$ cat src/design/smc_pkg.sv
// Purpose: Shared constants and types for the SAR conversion control.
// Assumes: 50 MHz system clock.
// Notes: Times are in ns; cycle counts are derived from them.
`default_nettype none
package smc_pkg;
  localparam int CLK_PERIOD_NS = 20;
  localparam int ACQ_TIME_NS = 250;
  localparam int WAKE_TIME_NS = 200;
  localparam int CAL_IDLE_NS = 1000000;
  localparam logic [3:0] ACQ_CYCLES =
    4'((ACQ_TIME_NS + CLK_PERIOD_NS - 1) / CLK_PERIOD_NS);
  localparam logic [3:0] WAKE_CYCLES =
    4'((WAKE_TIME_NS + CLK_PERIOD_NS - 1) / CLK_PERIOD_NS);
  localparam int CAL_IDLE_CYCLES = CAL_IDLE_NS / CLK_PERIOD_NS;
  // Cycles per bit trial; the worst case per mode fits its sample rate
  localparam logic [3:0] STEP_WARP = 4'h2;
  localparam logic [3:0] STEP_NORMAL = 4'h3;
  localparam logic [3:0] STEP_IMPULSE = 4'h3;
  localparam logic [4:0] MSB_IDX = 5'h11;
  localparam logic [3:0] OFS_CONFIG = 4'h0;
  localparam logic [3:0] OFS_STATUS = 4'h4;
  localparam logic [3:0] OFS_RESULT = 4'h8;
  localparam int CFG_TEN = 0;
  localparam int CFG_BIP = 1;
  localparam int CFG_WARP = 2;
  localparam int CFG_IMP = 3;
  localparam logic [3:0] CFG_RESET = 4'h0;
  localparam int STS_BUSY = 0;
  localparam int STS_PWR = 1;
  localparam int STS_STALE = 2;
  localparam int STS_MODE = 4;
  localparam int STS_RANGE = 6;
  localparam int STS_SW = 8;
  localparam logic [1:0] SERIAL_IF_SEL = 2'h3;
  typedef enum logic [1:0] {
    MODE_NORMAL = 2'b00, MODE_WARP = 2'b01, MODE_IMPULSE = 2'b10
  } smc_mode_t;
  typedef enum logic [1:0] {
    ST_ACQ = 2'b00, ST_READY = 2'b01, ST_WAKE = 2'b10, ST_TRIAL = 2'b11
  } smc_state_t;
endpackage : smc_pkg
`default_nettype wire

$ cat src/design/smc_ctrl.sv
// Purpose: Conversion sequencing and mode selection of an 18-bit SAR converter.
// Assumes: All pins synchronous to clk_sys_in; compare_in valid each trial.
// Notes: Registers sit behind an Avalon-MM slave with one wait state.
//
// Implementation choices: register access over Avalon-MM and the register addresses.
`default_nettype none
// Functional notes
// - Conversion starts after acquisition ends and a start falling edge.
// - Each sample resolves to 18 bits, one binary trial per bit.
// - Trials go from MSB down to LSB, one per bit.
// - After the last trial the code is formed and busy drops.
// - The result belongs to the sample of that same start.
// - Fast select high, low-power low gives the fastest mode.
// - Both selects equal gives normal mode without idle limit.
// - Fast low, low-power high gives low-power mode.
// - Low-power mode sleeps after each conversion and wakes for the next.
// - Range and mode may change at any time, four ranges, three modes.
// - A new setting applies after one acquisition, no reset needed.
// - In serial software mode settings come from the configuration register.
// - Mode and range pins are ignored while the register supplies settings.
// - Register source only when interface select is 3 and source low.
module smc_ctrl import smc_pkg::*; #(
  parameter int CAL_IDLE_LIMIT = CAL_IDLE_CYCLES
) (
  // Clock and reset
  input wire logic clk_sys_in,
  input wire logic rstn_in,
  // Avalon-MM slave
  input wire logic [3:0] avs_address_in,
  input wire logic avs_read_in,
  input wire logic avs_write_in,
  input wire logic [31:0] avs_writedata_in,
  input wire logic [3:0] avs_byteenable_in,
  output logic [31:0] avs_readdata_out,
  output logic avs_waitrequest_out,
  // Conversion pins
  input wire logic convert_start_n_in,
  input wire logic warp_sel_in,
  input wire logic impulse_sel_in,
  input wire logic bipolar_sel_in,
  input wire logic ten_sel_in,
  input wire logic [1:0] if_mode_sel_in,
  input wire logic config_source_sel_in,
  // Comparator and converter core
  input wire logic compare_in,
  output logic busy_out,
  output logic track_out,
  output logic [17:0] trial_code_out,
  output logic [17:0] result_out,
  output logic powerdown_out,
  output logic [1:0] mode_out,
  output logic [1:0] range_out
);

  function automatic smc_mode_t mode_decode(input logic warp, input logic imp);
    if (warp == imp) begin
      return MODE_NORMAL;
    end else if (warp) begin
      return MODE_WARP;
    end
    return MODE_IMPULSE;
  endfunction : mode_decode

  function automatic logic [3:0] step_len(input smc_mode_t m);
    logic [3:0] r;
    r = STEP_NORMAL;
    unique case (m)
      MODE_WARP: r = STEP_WARP;
      MODE_NORMAL: r = STEP_NORMAL;
      MODE_IMPULSE: r = STEP_IMPULSE;
      default: r = STEP_NORMAL;
    endcase
    return r;
  endfunction : step_len

  smc_state_t state_reg, state_next;
  smc_mode_t mode_reg, mode_next, cfg_mode, pin_mode, sel_mode;
  logic [3:0] cnt_reg, cnt_next;
  logic [4:0] bit_reg, bit_next;
  logic [17:0] sar_reg, sar_next, result_reg, result_next, trial;
  logic [1:0] range_reg, range_next, sel_range;
  logic [15:0] idle_reg, idle_next;
  logic busy_reg, busy_next, pwr_reg, pwr_next, stale_reg, stale_next;
  logic start_n_reg, sw_cfg, start_go, step_end;
  logic [3:0] cfg_reg, cfg_next;
  logic ack_reg, ack_next;
  logic [31:0] rdata_reg, rdata_next, status;

  // Setting source and selection
  assign sw_cfg = (if_mode_sel_in == SERIAL_IF_SEL) && !config_source_sel_in;
  assign cfg_mode = mode_decode(cfg_reg[CFG_WARP], cfg_reg[CFG_IMP]);
  assign pin_mode = mode_decode(warp_sel_in, impulse_sel_in);
  // Mode and range pins are not looked at in serial software mode
  assign sel_mode = sw_cfg ? cfg_mode : pin_mode;
  assign sel_range = sw_cfg ? {cfg_reg[CFG_BIP], cfg_reg[CFG_TEN]}
                            : {bipolar_sel_in, ten_sel_in};
  assign start_go = (state_reg == ST_READY) && start_n_reg
                    && !convert_start_n_in;
  assign trial = sar_reg | (18'h1 << bit_reg);
  assign step_end = (cnt_reg == 4'h1);

  always_comb begin
    state_next = state_reg;
    cnt_next = cnt_reg;
    bit_next = bit_reg;
    sar_next = sar_reg;
    result_next = result_reg;
    busy_next = busy_reg;
    pwr_next = pwr_reg;
    stale_next = stale_reg;
    mode_next = mode_reg;
    range_next = range_reg;
    idle_next = (idle_reg == 16'hffff) ? idle_reg : idle_reg + 16'h1;
    unique case (state_reg)
      ST_ACQ: begin
        cnt_next = cnt_reg - 4'h1;
        if (step_end) begin
          state_next = ST_READY;
        end
      end
      ST_READY: begin
        // Edges that come during acquisition or busy are simply lost
        if (start_go) begin
          busy_next = 1'b1;
          // Settings are caught here, so a change needs one acquisition
          mode_next = sel_mode;
          range_next = sel_range;
          sar_next = 18'h0;
          bit_next = MSB_IDX;
          // Flags a warp result taken after a long idle gap
          stale_next = (sel_mode == MODE_WARP)
                       && (int'(idle_reg) > CAL_IDLE_LIMIT);
          idle_next = 16'h0;
          if (pwr_reg) begin
            state_next = ST_TRIAL;
            cnt_next = step_len(sel_mode);
          end else begin
            state_next = ST_WAKE;
            cnt_next = WAKE_CYCLES;
          end
        end
      end
      ST_WAKE: begin
        cnt_next = cnt_reg - 4'h1;
        if (step_end) begin
          pwr_next = 1'b1;
          state_next = ST_TRIAL;
          cnt_next = step_len(mode_reg);
        end
      end
      ST_TRIAL: begin
        cnt_next = cnt_reg - 4'h1;
        if (step_end) begin
          sar_next = compare_in ? trial : sar_reg;
          if (bit_reg == 5'h0) begin
            result_next = compare_in ? trial : sar_reg;
            busy_next = 1'b0;
            state_next = ST_ACQ;
            cnt_next = ACQ_CYCLES;
            if (mode_reg == MODE_IMPULSE) begin
              pwr_next = 1'b0;
            end
          end else begin
            bit_next = bit_reg - 5'h1;
            cnt_next = step_len(mode_reg);
          end
        end
      end
    endcase
  end

  always_ff @(posedge clk_sys_in or negedge rstn_in) begin
    if (!rstn_in) begin
      state_reg <= ST_ACQ;
      cnt_reg <= ACQ_CYCLES;
      bit_reg <= MSB_IDX;
      sar_reg <= 18'h0;
      result_reg <= 18'h0;
      busy_reg <= 1'b0;
      pwr_reg <= 1'b1;
      stale_reg <= 1'b0;
      mode_reg <= MODE_NORMAL;
      range_reg <= 2'h0;
      idle_reg <= 16'h0;
      start_n_reg <= 1'b1;
    end else begin
      state_reg <= state_next;
      cnt_reg <= cnt_next;
      bit_reg <= bit_next;
      sar_reg <= sar_next;
      result_reg <= result_next;
      busy_reg <= busy_next;
      pwr_reg <= pwr_next;
      stale_reg <= stale_next;
      mode_reg <= mode_next;
      range_reg <= range_next;
      idle_reg <= idle_next;
      start_n_reg <= convert_start_n_in;
    end
  end

  // Register slave: every access takes exactly one wait state
  always_comb begin
    status = 32'h0;
    status[STS_BUSY] = busy_reg;
    status[STS_PWR] = pwr_reg;
    status[STS_STALE] = stale_reg;
    status[STS_MODE +: 2] = mode_reg;
    status[STS_RANGE +: 2] = range_reg;
    status[STS_SW] = sw_cfg;
    ack_next = (avs_read_in || avs_write_in) && !ack_reg;
    rdata_next = rdata_reg;
    cfg_next = cfg_reg;
    if (avs_read_in && !ack_reg) begin
      unique case (avs_address_in)
        OFS_CONFIG: rdata_next = {28'h0, cfg_reg};
        OFS_STATUS: rdata_next = status;
        OFS_RESULT: rdata_next = {14'h0, result_reg};
        default: rdata_next = 32'h0;
      endcase
    end
    if (avs_write_in && ack_reg && (avs_address_in == OFS_CONFIG)
        && avs_byteenable_in[0]) begin
      cfg_next = avs_writedata_in[3:0];
    end
  end

  always_ff @(posedge clk_sys_in or negedge rstn_in) begin
    if (!rstn_in) begin
      ack_reg <= 1'b0;
      rdata_reg <= 32'h0;
      cfg_reg <= CFG_RESET;
    end else begin
      ack_reg <= ack_next;
      rdata_reg <= rdata_next;
      cfg_reg <= cfg_next;
    end
  end

  assign avs_waitrequest_out = (avs_read_in || avs_write_in) && !ack_reg;
  assign avs_readdata_out = rdata_reg;
  assign busy_out = busy_reg;
  assign track_out = (state_reg == ST_ACQ) || (state_reg == ST_READY);
  assign trial_code_out = trial;
  assign result_out = result_reg;
  assign powerdown_out = !pwr_reg;
  assign mode_out = mode_reg;
  assign range_out = range_reg;
endmodule : smc_ctrl
`default_nettype wire

$ cat config.mk
export PLATFORM = sky130hd
export DESIGN_NAME = smc_ctrl
export DESIGN_NICKNAME = d
export VERILOG_FILES = /design/src/design/smc_pkg.sv /design/src/design/smc_ctrl.sv
export SDC_FILE = /design/constraint.sdc
export NUM_CORES = 1
export LEC_CHECK = 0
export BUFFER_PORTS_ARGS = -buffer_cell sky130_fd_sc_hd__buf_2
export CORE_ASPECT_RATIO = 1.4
export CORE_MARGIN = 4
export CORE_UTILIZATION = 53
export CTS_CLUSTER_SIZE = 28
export DETAILED_ROUTE_END_ITERATION = 7
export MAX_ROUTING_LAYER = met4
export PLACE_DENSITY_LB_ADDON = 0.12
export RECOVER_POWER = 100
export SLEW_MARGIN = 5
export SYNTH_ARGS = -nofsm -noshare
export SYNTH_HDL_FRONTEND = slang
export SYNTH_SLANG_ARGS = --single-unit
$ cat constraint.sdc
create_clock -name clk_sys_in -period 2.16 [get_ports clk_sys_in]
set_input_delay 0.108 -clock clk_sys_in [delete_from_list [all_inputs] [get_ports clk_sys_in]]
set_output_delay 0.108 -clock clk_sys_in [all_outputs]
set_load 0.05 [all_outputs]
==> flow_metrics.py, run 1 <==
metrics = {
    "detailed_routing": {
        "ant_nets": 0,
        "wl_met1_um": 4900,
        "routed_wl_um": 12000,
        "wl_met2_um": 6360,
        "drtIter0Drc": 197,
        "detail_route.vias_per_cell": 5.82,
        "highest_layer": "met4",
        "vias": 4187,
        "post_drt_wl_per_cell_um": 16.8,
        "drc_errors": 0,
        "dr.pass1.iters": 5,
        "wl_met3_um": 526,
    },
    "die": {
        "io_pins": 129,
        "initial_utilization": 0.549,
        "fp.dieH_um": 123,
        "fp.dieW_um": 90.0,
        "die_area_um2": 11000,
        "fp-row-count": 41,
        "core_area_um2": 9080,
    },
    "clock_network": {
        "cts_buffers": 9,
        "clock_latency_ns": 0.35,
        "clock_sinks": 94,
        "cts_root_buffer": "clkbuf_16",
        "cts_tree": "done",
        "h-tree-depth": 3,
        "clk_pin_slew_worst_paths_ns": 0.07,
        "cts_buffer_depth": 2,
    },
    "logic_synthesis": {
        "syn_inst": 519,
        "synth-edff-count": 0,
        "yosysWarnings": 0,
        "syn-cell-area_um2": 4990,
        "yosysTopAreaCellShare": 0.437,
        "synthFlopType": "dfrtp_1",
        "ys_types": 69,
        "yosysSeqAreaShare": 0.473,
        "avgSynthCellArea_um2": 9.61,
        "ys_top_cells_by_area": "dfrtp_1, o21ai_0, nand2_1, dfstp_2, ha_1",
        "synth-async-reset-ratio": 1.00,
        "synth_top_area_cell": "dfrtp_1",
        "ys_seq_elements": 94,
    },
    "final_layout": {
        "nNetsFinal": 674,
        "num_antenna_cells": 0,
        "syn_to_final_growth_pct": 15.5,
        "post-route-cell-area_um2": 5760,
        "drive_gt1_frac": 0.158,
    },
    "placement": {
        "place_hpwl_um": 8760,
        "dpl_cell_area_um2": 5490,
        "gp_congestion": 0.841,
        "portBuffers": 83,
    },
    "global_routing": {
        "grt_max_degree": 59,
        "grt_pass1_wl_um": 20000,
        "antenna_found_initial": 0,
        "grt_usage": 0.231,
        "overflow": 0,
        "grt_pass1_vias": 4129,
    },
    "worst_setup_path": {
        "critPathTopFamily": "simple AND/OR/NAND/NOR gates",
        "worst-path-stages": 5,
        "crit_chain": "inv_1 -> ha_2 -> or4b_4 -> nand2b_1 -> buf_6",
        "r2r_slack_ns": 0.11,
        "critPathCapture": "trial_code_out[0]",
        "reg2reg_to": "bit_reg[2]$_DFFE_PN0P_",
        "worstPathMaxFanout": 6,
        "worstPathRequired_ns": 2.05,
        "crit_start": "bit_reg[1]$_DFFE_PN0P_",
        "worst-path-buf-inv": 2,
        "crit_arrival_ns": 2.04,
        "startpoint_type": "flop",
        "crit_type": "reg2out",
        "end_kind": "output port",
        "worstReg2RegStart": "cnt_reg[0]$_DFFE_PN1P_",
        "cp_slowest_cell": "or4b_4",
        "worstRegToRegCells": 5,
        "worst_path_largest_cell_delay_ns": 0.53,
    },
    "run": {
        "cap_violations": 0,
    },
    "power_and_ir_drop": {
        "power_frac_seq": 0.365,
        "peakVddDrop_uv": 705,
        "totalPowerFinal_mw": 7.40,
        "switching_share": 0.470,
        "power_leakage_nw": 2.72,
        "p_int_mw": 3.92,
        "powerDensity_nw_per_um2": 1280,
        "netSwitchingPower_mw": 3.48,
        "clockPowerShare": 0.204,
        "p_comb_frac": 0.431,
    },
    "timing": {
        "rsz0062_at_grt": "true",
        "setup_viol": 0,
        "period_minus_slack_ns": 2.14,
        "maxSlewHeadroom": 0.324,
        "worst_pin_slew_ns": 1.01,
        "fin_skew_ns": 0.00603,
        "final_hold_viol_count": 0,
        "finalMaxSlewViolations": 0,
        "setup_tns_ns": 0,
        "fmax_mhz": 466,
        "period_share": 0.992,
    },
    "worst_hold_path": {
        "min_path_type": "in2reg",
    },
    "outcome": {
        "status": "finished clean",
    },
}
per-layer routing:
layer | vias up | track usage
met5 | - | -
met1 | 2019 | 0.262
met3 | 19 | 0.0356
met2 | 108 | 0.416
li1 | 2041 | -
met4 | 0 | 0.0843
cells in the final DEF, fill, tap and decap left out, types with 3 or more instances in the layout:
cell type,count
a211oi_1,3
a21boi_0,6
a21o_1,14
a21oi_1,34
a22o_1,9
a22oi_1,4
a311oi_1,3
a31oi_1,13
a41oi_1,3
and2_1,3
and3_1,4
buf_2,34
buf_4,11
clkbuf_1,43
clkbuf_16,9
clkbuf_2,9
clkinv_4,4
conb_1,14
dfrtp_1,87
dfstp_2,6
dlygate4sd3_1,6
ha_1,13
inv_1,16
mux2_2,5
mux2i_1,9
nand2_1,59
nand2b_1,6
nand3_1,8
nand4_1,6
nor2_1,33
nor2b_1,7
nor3_1,13
o21ai_0,48
o31ai_1,5
or3_1,5
or4_1,3
metrics by stage:
step	setup slack, ns	utilization	cells	hold WS [ns]
floorplan	0.297	-	532	-0.188
global placement	0.132	0.605	695	0.112
detailed placement	0.0482	0.605	695	0.113
CTS	0.0158	0.644	717	0.0481
global route	-0.0435	0.635	719	0.0729
finish	0.0163	0.635	719	0.0525
Yosys cell counts, types with 3 or more instances:
cell	instances
a211oi_1	3
a21boi_0	6
a21o_1	14
a21oi_1	34
a22o_1	9
a22oi_1	5
a311oi_1	3
a31oi_1	13
a41oi_1	3
and2_1	4
and3_1	4
buf_2	11
buf_4	15
clkbuf_1	15
dfrtp_1	87
dfstp_2	7
ha_1	14
inv_1	16
mux2_2	5
mux2i_1	9
nand2_1	59
nand2b_1	6
nand3_1	8
nand4_1	5
nor2_1	33
nor2b_1	7
nor3_1	13
nor3b_1	3
o21ai_0	47
o21ai_1	3
o31ai_1	5
or3_1	5
or4_1	3
worst min path at each step:
stage                      start                               to  slack, ns  cells after the start
global placement         rstn_in  avs_readdata_out[0]$_DFFE_PN0P_       0.11                      1
global route        avs_write_in                ack_reg$_DFF_PN0_       0.07                      3
floorplan                rstn_in                ack_reg$_DFF_PN0_      -0.19                      0
detailed placement       rstn_in  avs_readdata_out[0]$_DFFE_PN0P_       0.11                      1
CTS                 avs_write_in                ack_reg$_DFF_PN0_       0.05                      3
finish                ten_sel_in         range_out[0]$_DFFE_PN0P_       0.05                      3
power by group through the flow:
stage                     Clock [mW]  Sequential, mW  Combinational, mW
after global routing            1.61            2.78               3.48
after CTS                       1.53            2.70               3.24
final                           1.51            2.70               3.19
after detailed placement           0            2.73               3.21
after floorplan                    0            3.25               1.85
after global placement             0            2.71               3.16
timing repair:
| action | 4_1_cts | 5_1_grt |
|---|---|---|
| resized for setup | 3 | 4 |
| setup endpoints to repair | 1 | 18 |
| gates cloned | 0 | 0 |
| endpoints found under the hold margin | 38 | 0 |
| hold buffers | 6 | 0 |
| buffers inserted | 0 | 2 |
area by class of cell:
type,count,area (um^2)
repair buffers,106,558
well taps,107,134
flip-flops and latches,94,2360
fillers,822,3320
clock buffers,9,225
clock inverters,7,58.8
multi-input cells,380,2360
inverters,16,60.1
worst reg2reg max path: cells and delay by family, from the launching register on:
kind / cells / cell delay (ns)
AO/OA/AOI/OAI: 3 / 0.72
flip-flops: 1 / 0.55
AND/OR/NAND/NOR: 1 / 0.50
adder cells (fa/ha/maj): 1 / 0.18
logic make-up after synthesis:
| family | after synthesis | synth area share |
|---|---|---|
| AND/OR/NAND/NOR | 171 | 0.185 |
| AO/OA/AOI/OAI | 165 | 0.214 |
| flip-flops | 94 | 0.473 |
| buffers and inverters | 58 | 0.0592 |
| adder cells (fa/ha/maj) | 14 | 0.0351 |
| multiplexers | 14 | 0.0294 |
| XOR/XNOR | 2 | 0.00351 |
| other | 1 | 0.000752 |
Power figures use the tool's default switching activity.
==> run 2, diff against run 1 <==
--- a/config.mk
+++ b/config.mk
@@ -13,7 +13,7 @@
 export DETAILED_ROUTE_END_ITERATION = 7
 export MAX_ROUTING_LAYER = met4
 export PLACE_DENSITY_LB_ADDON = 0.12
-export RECOVER_POWER = 100
+export RECOVER_POWER = 50
 export SLEW_MARGIN = 5
 export SYNTH_ARGS = -nofsm -noshare
 export SYNTH_HDL_FRONTEND = slang
==> flow_metrics.py, run 2 (synthesized netlist as in run 1, its figures left out) <==
metrics = {
    "outcome": {
        "status": "finished, violations left",
        "violations": "setup timing",
    },
    "detailed_routing": {
        "dr.pass1.iters": 4,
        "detail_route.vias_per_cell": 5.77,
        "post_drt_wl_per_cell_um": 16.8,
        "ant_nets": 0,
        "routed_wl_um": 12100,
        "drtIter0Drc": 201,
        "drc_errors": 0,
        "vias": 4146,
    },
    "die": {
        "die_area_um2": 11000,
        "fp.dieH_um": 123,
        "io_pins": 129,
        "core_area_um2": 9080,
        "fp-row-count": 41,
        "fp.dieW_um": 90.0,
        "initial_utilization": 0.549,
    },
    "timing": {
        "worst_pin_slew_ns": 1.02,
        "period_share": 1.00,
        "rsz0062_at_grt": "true",
        "fin_skew_ns": 0.00591,
        "finalMaxSlewViolations": 0,
        "setup_viol": 1,
        "fin_ws_ns": -0.00490,
        "period_minus_slack_ns": 2.16,
        "fmax_mhz": 462,
        "maxSlewHeadroom": 0.323,
        "final_hold_viol_count": 0,
    },
    "worst_setup_path": {
        "crit_chain": "inv_1 -> ha_2 -> or4b_4 -> nand2b_1 -> buf_6",
        "cp_slowest_cell": "or4b_4",
        "worst-path-buf-inv": 2,
        "crit_arrival_ns": 2.06,
        "worst_path_largest_cell_delay_ns": 0.53,
        "startpoint_type": "flop",
        "worstPathMaxFanout": 6,
        "end_kind": "output port",
        "crit_type": "reg2out",
        "critPathTopFamily": "simple AND/OR/NAND/NOR gates",
        "r2r_slack_ns": 0.11,
        "worstPathRequired_ns": 2.05,
    },
    "clock_network": {
        "cts_tree": "done",
        "cts_root_buffer": "clkbuf_16",
        "clock_sinks": 94,
        "h-tree-depth": 3,
        "cts_buffers": 9,
        "cts_buffer_depth": 2,
        "clock_latency_ns": 0.35,
        "clk_pin_slew_worst_paths_ns": 0.07,
    },
    "power_and_ir_drop": {
        "p_comb_frac": 0.433,
        "power_leakage_nw": 2.79,
        "power_frac_seq": 0.363,
        "peakVddDrop_uv": 709,
        "powerDensity_nw_per_um2": 1280,
        "switching_share": 0.469,
        "p_int_mw": 3.95,
        "clockPowerShare": 0.203,
        "netSwitchingPower_mw": 3.49,
    },
    "global_routing": {
        "antenna_found_initial": 0,
        "grt_max_degree": 59,
        "grt_pass1_wl_um": 20000,
        "grt_pass1_vias": 4129,
        "overflow": 0,
        "grt_usage": 0.231,
    },
    "final_layout": {
        "instances_no_fill": 719,
        "drive_gt1_frac": 0.181,
        "layout_common_cells": "dfrtp_1, nand2_1, buf_2",
        "syn_to_final_growth_pct": 16.9,
        "nNetsFinal": 674,
        "final_common_cell": "dfrtp_1",
        "num_antenna_cells": 0,
    },
    "placement": {
        "post-place-ws_ns": 0.0482,
        "portBuffers": 83,
        "gp_congestion": 0.841,
        "place_hpwl_um": 8760,
        "dp_cells": 695,
    },
    "run": {
        "cap_violations": 0,
    },
    "worst_hold_path": {
        "min_path_type": "in2reg",
    },
}
-- run 2: changes by cell type in the layout (fill, tap and decap cells not counted), moves of 4 or more --
cell | before | now
clkbuf_1 | 43 | 32
buf_2 | 34 | 49
clkbuf_2 | 9 | 1
buf_4 | 11 | 15
-- run 2: metrics by stage --
step | setup TNS [ns] | util | area, um^2 | hold WS [ns] | power, mW
after global routing | -0.0738 | 0.642 | 5830 | 0.0718 | 7.91
after global placement | 0 | 0.605 | 5490 | 0.112 | 5.87
after floorplan | 0 | - | 5040 | -0.188 | 5.10
final | -0.00490 | 0.642 | 5830 | 0.0505 | 7.44
after CTS | 0 | 0.644 | 5840 | 0.0481 | 7.47
after detailed placement | 0 | 0.605 | 5490 | 0.113 | 5.94
-- run 2: power by group through the flow --
stage               Clock, mW  Sequential, mW  Combinational, mW
floorplan                   0            3.25               1.85
global placement            0            2.71               3.16
detailed placement          0            2.73               3.21
CTS                      1.53            2.70               3.24
global route             1.61            2.78               3.51
finish                   1.51            2.70               3.22
-- run 2: final cells by class --
class	instances	area, um^2
fillers	800	3250
repair buffers	106	594
multi-input cells	380	2390
clock buffers	9	225
clock inverters	7	58.8
well taps	107	134
inverters	16	60.1
flip-flops and latches	94	2360
-- run 2: final timing paths --
check	cells after the start	from	end
setup / recovery	5	bit_reg[1]$_DFFE_PN0P_	trial_code_out[0]
hold reg to reg	1	ack_reg$_DFF_PN0_	ack_reg$_DFF_PN0_
setup reg to reg	5	cnt_reg[0]$_DFFE_PN1P_	bit_reg[2]$_DFFE_PN0P_
hold / removal	3	ten_sel_in	range_out[0]$_DFFE_PN0P_
max in group asynchronous	3	rstn_in	bit_reg[0]$_DFFE_PN1P_
min in group asynchronous	2	rstn_in	avs_readdata_out[2]$_DFFE_PN0P_
-- run 2: worst reg2reg max path, stage by stage (launching register included) --
cell and delay (ns):
dfstp_2 0.55, ha_1 0.18, or3b_1 0.50, o21ai_2 0.34
a31oi_1 0.15, a41o_1 0.22
-- run 2: per-layer routing --
| metal | wire, um | vias to the layer above | track usage |
|---|---|---|---|
| met5 | 0 | - | - |
| met4 | 264 | 0 | 0.0843 |
| met3 | 525 | 21 | 0.0356 |
| met2 | 6370 | 103 | 0.416 |
| met1 | 4950 | 1987 | 0.262 |
| li1 | - | 2035 | - |
-- run 2: what timing repair did --
action / 4_1_cts / 5_1_grt
hold buffers: 6 / 0
setup endpoints to repair: 1 / 18
resized for setup: 3 / 4
endpoints found under the hold margin: 38 / 0
setup buffers: 0 / 2
